## config.mk

```make
export PLATFORM = sky130hd
export DESIGN_NAME = bldq_pointers
export DESIGN_NICKNAME = d
export VERILOG_FILES = /design/src/bldq_pkg.sv /design/src/bldq_pointers.sv
export VERILOG_INCLUDE_DIRS = /design/src
export SDC_FILE = /design/constraint.sdc
export NUM_CORES = 1
export LEC_CHECK = 0
export BUFFER_PORTS_ARGS = -buffer_cell sky130_fd_sc_hd__buf_2
export CORE_UTILIZATION = 36
export DETAILED_ROUTE_END_ITERATION = 6
export MAX_ROUTING_LAYER = met4
export PLACE_DENSITY = 0.62
export SLEW_MARGIN = 20
export SYNTH_ARGS = -nofsm -noshare
export SYNTH_HDL_FRONTEND = slang
export SYNTH_SLANG_ARGS = --single-unit
export TNS_END_PERCENT = 20
```

## constraint.sdc

```tcl
create_clock -name mclk_i -period 1.85 [get_ports mclk_i]
set_input_delay 0.37 -clock mclk_i [delete_from_list [all_inputs] [get_ports mclk_i]]
set_output_delay 0.37 -clock mclk_i [all_outputs]
set_load 0.01 [all_outputs]
```

## src/bldq_map.svh

```systemverilog
// Purpose: register offsets, field positions and reset values for the bulk list and done queue pointers
// Assumes: register byte offsets; the link offset is from the descriptor start address
// Notes:   definitions only
`ifndef BLDQ_MAP_SVH
`define BLDQ_MAP_SVH
`define BLDQ_BULK_CUR_OFS   8'h2c
`define BLDQ_DONE_HEAD_OFS  8'h30
`define BLDQ_LINK_OFS       32'h0000000c
`define BLDQ_ADDR_MSB       31
`define BLDQ_ADDR_LSB       4
`define BLDQ_PTR_RESET      28'h0000000
`define BLDQ_LIST_FILL_BIT  1
`define BLDQ_BULK_EN_BIT    5
`endif

```

## src/bldq_pkg.sv

```systemverilog
// Purpose: types for the bulk list and done queue pointer block
// Assumes: nothing
// Notes:   offsets live in bldq_map.svh
package bldq_pkg;
   typedef enum logic [1:0] {
      BLDQ_IDLE = 2'b00,
      BLDQ_LINK = 2'b01,
      BLDQ_SWAP = 2'b10
   } bldq_state_type;

   typedef struct packed {
      logic [27:0]    bulk_cur;
      logic [27:0]    done_head;
      logic [27:0]    td_addr;
      logic           flag_clear;
      logic [31:0]    rdata;
      logic           mem_wr;
      logic [31:0]    mem_addr;
      logic [31:0]    mem_data;
      bldq_state_type state;
   } bldq_regs_type;
endpackage

```

## src/bldq_pointers.sv

```systemverilog
// Purpose: bulk current descriptor pointer and completed queue head
// Assumes: the list walker and frame logic live elsewhere and drive the event inputs
// Notes:   register accesses are single-cycle strobes; read data is registered
// Notes on behaviour
// - bulk pointer holds address bits 31..4
// - bulk descriptors served round-robin, insertion order
// - advance pointer after serving descriptor
// - new frame resumes where bulk stopped
// - list end: if filled, reload head, clear
// - enabled reads return instantaneous pointer value
// - bulk pointer resets to zero, zero ends
// - queue head holds last completed descriptor
// - completed descriptor link gets old head
// - then head takes completed descriptor address
// - head copied periodically to shared area
// - copying head to shared area clears it
// - traversal begins at bulk head pointer
`timescale 1ns/1ps
`include "bldq_map.svh"
module bldq_pointers (
   input  wire logic        mclk_i,           // core clock
   input  wire logic        sys_rst_i,        // synchronous reset, high
   input  wire logic        reg_wr_i,         // register write strobe
   input  wire logic        reg_rd_i,         // register read strobe
   input  wire logic [7:0]  reg_addr_i,       // register byte offset
   input  wire logic [31:0] reg_wdata_i,      // register write data
   output      logic [31:0] reg_rdata_o,      // registered read data
   input  wire logic        bulk_list_enable_i, // control register bulk enable
   input  wire logic        list_filled_flag_i, // command status list filled flag
   output      logic        list_filled_clear_o, // pulse: clear list filled flag
   input  wire logic [27:0] bulk_list_head_pointer_i, // bulk head address field
   input  wire logic        bulk_served_i,    // pulse: current descriptor served
   input  wire logic [27:0] bulk_next_i,      // next link of served descriptor
   output      logic [27:0] bulk_current_address_field_o, // descriptor to serve
   output      logic        bulk_at_end_o,    // pointer is zero
   input  wire logic        td_done_i,        // pulse: descriptor completed
   input  wire logic [27:0] td_addr_i,        // completed descriptor address
   output      logic        td_ready_o,       // linker can take a completion
   input  wire logic        head_flush_i,     // pulse: write head to shared area
   input  wire logic [31:0] shared_head_addr_i, // shared area head word address
   output      logic        mem_wr_o,         // memory write request
   output      logic [31:0] mem_addr_o,       // memory write address
   output      logic [31:0] mem_data_o,       // memory write data
   input  wire logic        mem_ack_i         // memory write accepted
);
   bldq_pkg::bldq_regs_type cur_reg;
   bldq_pkg::bldq_regs_type cur_next;
   logic                    sw_bulk_wr;
   logic                    sw_done_wr;
   logic                    idle;

   // other side writes the bulk pointer only when disabled; while enabled those writes are dropped
   assign sw_bulk_wr = reg_wr_i && reg_addr_i == `BLDQ_BULK_CUR_OFS && !bulk_list_enable_i;
   assign sw_done_wr = reg_wr_i && reg_addr_i == `BLDQ_DONE_HEAD_OFS;
   assign idle       = cur_reg.state == bldq_pkg::BLDQ_IDLE && !cur_reg.mem_wr;

   always_comb begin
      cur_next            = cur_reg;
      cur_next.flag_clear = 1'b0;
      if (cur_reg.mem_wr && mem_ack_i) begin
         cur_next.mem_wr = 1'b0;
      end
      // written value is where bulk service resumes
      if (sw_bulk_wr) begin
         // reserved low bits are not stored
         cur_next.bulk_cur = reg_wdata_i[`BLDQ_ADDR_MSB:`BLDQ_ADDR_LSB];
      end else if (bulk_list_enable_i && bulk_served_i) begin
         cur_next.bulk_cur = bulk_next_i;
      end else if (bulk_list_enable_i && cur_reg.bulk_cur == `BLDQ_PTR_RESET && list_filled_flag_i
                   && !cur_reg.flag_clear) begin
         // wrap to head and clear the flag
         cur_next.bulk_cur   = bulk_list_head_pointer_i;
         cur_next.flag_clear = 1'b1;
      end
      if (sw_done_wr) begin
         cur_next.done_head = reg_wdata_i[`BLDQ_ADDR_MSB:`BLDQ_ADDR_LSB];
      end
      case (cur_reg.state)
         bldq_pkg::BLDQ_IDLE: begin
            if (idle && td_done_i) begin
               // link old head into the descriptor
               cur_next.td_addr  = td_addr_i;
               cur_next.mem_wr   = 1'b1;
               // next link word sits at a fixed offset inside the descriptor
               cur_next.mem_addr = {td_addr_i, 4'h0} + `BLDQ_LINK_OFS;
               cur_next.mem_data = {cur_reg.done_head, 4'h0};
               cur_next.state    = bldq_pkg::BLDQ_LINK;
            end else if (idle && head_flush_i) begin
               // copy head out, then clear it
               cur_next.mem_wr    = 1'b1;
               cur_next.mem_addr  = shared_head_addr_i;
               cur_next.mem_data  = {cur_reg.done_head, 4'h0};
               cur_next.done_head = `BLDQ_PTR_RESET;
            end
         end
         bldq_pkg::BLDQ_LINK: begin
            if (!cur_reg.mem_wr || mem_ack_i) begin
               cur_next.state = bldq_pkg::BLDQ_SWAP;
            end
         end
         bldq_pkg::BLDQ_SWAP: begin
            cur_next.done_head = cur_reg.td_addr;
            cur_next.state     = bldq_pkg::BLDQ_IDLE;
         end
         default: begin
            cur_next.state = bldq_pkg::BLDQ_IDLE;
         end
      endcase
      cur_next.rdata = 32'h00000000;
      if (reg_rd_i && reg_addr_i == `BLDQ_BULK_CUR_OFS) begin
         cur_next.rdata = {cur_reg.bulk_cur, 4'h0};
      end else if (reg_rd_i && reg_addr_i == `BLDQ_DONE_HEAD_OFS) begin
         cur_next.rdata = {cur_reg.done_head, 4'h0};
      end
   end

   always_ff @(posedge mclk_i) begin
      if (sys_rst_i) begin
         cur_reg <= '0;
      end else begin
         cur_reg <= cur_next;
      end
   end

   // pointer is never reloaded at frame start
   assign bulk_current_address_field_o = cur_reg.bulk_cur;
   assign bulk_at_end_o                = cur_reg.bulk_cur == `BLDQ_PTR_RESET;
   assign list_filled_clear_o          = cur_reg.flag_clear;
   assign reg_rdata_o                  = cur_reg.rdata;
   assign mem_wr_o                     = cur_reg.mem_wr;
   assign mem_addr_o                   = cur_reg.mem_addr;
   assign mem_data_o                   = cur_reg.mem_data;
   assign td_ready_o                   = idle;
endmodule

```

After elaboration in Yosys (flattened, before gate mapping)
Index checks and enable logic that the tools add are counted.
- register bits after elaboration: 184
- output and inout port bits: 128
- add/subtract/negate cells: 1
- eq/ne operators: 6
- muxes and demuxes: 17
- reduce and logical (&&, ||, !) cells: 26
- operator list (operator ; number):
    65-bit 2-to-1 mux ; 3
    28-bit 2-to-1 mux ; 6
    32-bit 2-to-1 mux ; 2
    28-bit one-hot mux with 2 select lines ; 1
    32-bit by 4-bit adder with 32-bit output, second input constant ; 1
    28-bit zero test ; 1
    8-bit by 6-bit == test with 1-bit output, second input constant ; 2
    1-bit logical AND ; 13
    2-bit AND reduction ; 3
    2-bit 2-to-1 mux ; 2
    2-bit one-hot mux with 2 select lines ; 1
    1-bit zero test ; 3
    3-bit nonzero test ; 1
    3-bit OR reduction ; 1
    2-bit by 1-bit == test with 1-bit output, second input constant ; 1
    2-bit == test, second input constant ; 1
    2-bit zero test ; 1
    1-bit 2-to-1 mux ; 2
    2-bit by 1-bit inequality test with 1-bit output, second input constant ; 1
    2-bit inequality test, second input constant ; 1
    2-bit nonzero test ; 1
    2-bit OR reduction ; 1
    1-bit logical OR ; 1

Longest topological paths before layout
- depth in word-level cells: 7
- gate-level depth with buffers: 9
- gate-level depth less buffers: 5

Worst setup path before layout
No wires, ideal clock.
- path kind: register to register
- start point: register cur_reg[0] (netlist bit)
- end point: register cur_reg, in the netlist mem_addr_o[29]
- setup time: 0.132 ns
- arrival time: 1.613 ns
- path slack: 0.105 ns
- stages on the path, launching flop included: 10
- clock period less this slack: 1.745 ns
- cells stage by stage: dfxtp_1 > buf_2 > nor3_2 > and2_0 > clkbuf_1 > nor2_1 > buf_2 > buf_2 > a22oi_1 > a21oi_1
- cells in the longest elaborated chain, start to end: 5
- RTL lines (what ; RTL line ; RTL):
    start, declared ; bldq_pointers.sv:46 ; bldq_pkg::bldq_regs_type cur_reg;
    start signal, assigned ; bldq_pointers.sv:121 ; cur_reg <= cur_next;
    2-bit zero test * ; bldq_pointers.sv:55 ; assign idle = cur_reg.state == bldq_pkg::BLDQ_IDLE && !cur_reg.mem_wr;
    1-bit logical AND * ; bldq_pointers.sv:55 ;
    via td_ready_o ; bldq_pointers.sv:38 ; output logic td_ready_o,
    1-bit logical AND (on tied branches) ; bldq_pointers.sv:80, bldq_pointers.sv:88 ;
    2-bit nonzero test (no source line) ; - ;
    2-bit AND reduction (no source line) ; - ;
The timed path passes the listed nets; every way through them passes the cells marked *.
A chain may end at the register's enable or synchronous reset.

Worst setup path after layout
- start point: register cur_reg, in the netlist bulk_current_address_field_o[6]
- end point: output bulk_at_end_o
- cells in the longest elaborated chain, start to end: 1
- RTL lines (what ; RTL line ; RTL):
    28-bit zero test (no source line) ; - ;
    end, declared ; bldq_pointers.sv:35 ; output logic bulk_at_end_o,
Every way passes these cells.

==> results_dict.tcl <==
set metrics [dict create \
    synth_cell_types 34 \
    avgSynthCellArea_sq_um 8.84 \
    wire_per_inst_microns 16.9 \
    use_met3_pct 4.27 \
    ys_warn_count 0 \
    ys_seq_area_share_pct 43.4 \
    worst_pin_slew_ns 0.544 \
    htreeDepth 4 \
    finalPower_mw 9.17 \
    finalClockSkew_ns 0.00967 \
    grt_pass1_vias 6643 \
    gp_congestion 0.814 \
    setup_viol 29 \
    synth_area_leaders "dfxtp_1, buf_4, mux2i_1, nand2_1, a21oi_1" \
    yosys_most_used_dff "dfxtp_1" \
    met2_usage_pct 32.9 \
    violations "design-rule violations, negative setup slack" \
    whs_ns 0.205 \
    port_buffers 281 \
    hold_viol 0 \
    grt_usage_pct 21.1 \
    synth_most_common_cell "dfxtp_1" \
    fmax_mhz 491 \
    rr_startpoint "bulk_current_address_field_o[6]" \
    grt_pass1_wl_microns 36700 \
    grt-ovfl-total 0 \
    cap_violations 0 \
    drive_gt1_share_pct 34.7 \
    maxSlewHeadroom_pct 63.7 \
    ys_ff_latch 176 \
    fin_crit_ns 2.04 \
    cp-start-kind "flip-flop" \
    design.die.area_sq_mm 0.0232 \
    clock-sinks 176 \
    cp.required_ns 1.48 \
    drv_slew 0 \
    drt_pass1_iterations 7 \
    rsz0062_at_grt "yes" \
    routed_via_density 4.88 \
    crit_path_start "bulk_current_address_field_o[6]" \
    insertion_delay_ns 0.43 \
    power.density_mw_per_mm2 919 \
    fin_ws_ns -0.185 \
    hold_start "td_addr_i[15]" \
    gr-usage-met1_pct 27.7 \
    status "finished with violations" \
    regToRegSetupSlack_ns -0.12 \
    crit_type "reg -> out" \
    cts_buffers 17 \
    ys_async_sr_fraction_pct 0 \
    endpoint_kind "output port" \
    die-height_microns 152 \
    ant_nets 0 \
    drcViolationCount 17 \
    synth_cells 919 \
    leakage_nw 4.83 \
    tns_ns -3.19 \
    drtIter0Drc 387 \
    largest_reg_flops 58 \
    syn_area_sq_mm 0.00812 \
    synth_edf_count 0 \
    netlist.area_leader.share_pct 43.4 \
    syn_to_final_growth_pct 22.9 \
    worstPathArrival_ns 1.67 \
    peakVddDrop_mv 0.530 \
    wirelength_microns 23600 \
    netlist_top_cells_count "dfxtp_1, nand2_1, buf_4" \
    critPathMaxFanout 2 \
    clkTransAtPathRegs_ns 0.08 \
    top_usage_layer "met2" \
    ios 294 \
    cts_tree "built" \
    grt_max_degree 110 \
    rows 54 \
    hp-class "in -> reg" \
    start_util_pct 37.0 \
    cts_root_buffer "clkbuf_16" \
    place_hpwl_microns 16700 \
    max-clock-path-buffers 2 \
    fin_nets 1265 \
    via_count 6803 \
    yosysTopAreaCell "dfxtp_1" \
    fp.coreArea_sq_mm 0.0220 \
    die_w_microns 152 \
    antenna_found_initial 2 \
    fin_crit_sh_pct 110 \
]
[through the flow]
stage / setup slack [ns] / cells / cell area (sq um) / utilization [%]
2_1_floorplan: 0.105 / 926 / 8150 / -
3_3_place_gp: -0.0345 / 1354 / 9260 / 42.2
3_5_place_dp: -0.0678 / 1354 / 9260 / 42.2
4_1_cts: -0.208 / 1390 / 9960 / 45.4
5_1_grt: -0.284 / 1394 / 9980 / 45.4
6_report: -0.185 / 1394 / 9980 / 45.4
[placed cells by master (no fill, tap or decap), drive strengths merged]
master,Yosys,layout
or4,1,1
and2b,1,1
a22oi,57,57
nor4b,3,3
nand4,3,3
diode,0,2
conb,1,8
nand3b,1,1
clkbuf,37,20
nor3,6,6
nor4bb,1,1
a211o,28,28
buf,149,338
nand4b,1,1
inv,0,7
nor2,63,63
a21oi,86,86
nor4,7,7
dfxtp,176,176
bufinv,0,2
nor3b,3,3
nor2b,3,3
mux2i,88,88
nand2,145,145
clkinvlp,0,1
clkinv,0,4
o21ai,28,28
o21bai,1,1
nand2b,29,29
and2,1,1
[final timing paths]
check	cells after the start	end
setup reg to reg	7	bulk_current_address_field_o[0]
hold / removal	3	cur_reg[115]
setup / recovery	4	bulk_at_end_o
hold reg to reg	2	mem_data_o[11]
[logic make-up (layout without fill, tap and decap cells)]
kind of cell / after synthesis / in the layout / share of synthesized area, %
other: 1 / 10 / 0.0462
muxes: 88 / 88 / 10.8
and+or+nand+nor: 268 / 268 / 15.2
AOI/OAI and AO/OA: 200 / 200 / 15.5
buffers and inverters: 186 / 372 / 15.0
DFF: 176 / 176 / 43.4
[metal layers]
metal / share of wire [%] / wire [microns] / up-vias
li1: - / - / 3385
met1: 46 / 10900 / 3146
met2: 46 / 10900 / 252
met3: 6.4 / 1500 / 20
met4: 1.1 / 261 / 0
met5: 0 / 0 / -
[worst max-delay path, stage by stage (launching register included)]
cell,delay (ns)
dfxtp_1,0.32
nor4_1,0.39
nand4_1,0.19
nor3_2,0.17
buf_2,0.17
[final cells by class]
class                      count  area, sq um
antenna                        2         5.00
clock inverter                14          171
fill                        2181        12000
tap                          280          350
multi-input combinational    564         3460
clock buffer                  18          439
timing repair buffer         340         2030
sequential                   176         3520
[what timing repair did]
action | CTS | global route
setup endpoints to repair | 29 | 29
buffers inserted | 2 | 1
resized for setup | 6 | 2
pin swaps | 4 | 2
hold buffers | 0 | 0
cloned | 2 | 1
[where the power goes]
group	internal, mW	total [mW]	switching [mW]
Clock	2.08	3.78	1.69
Combinational	0.598	1.34	0.738
Sequential	3.95	4.05	0.102
No activity file was read; power rests on OpenSTA's default activity.
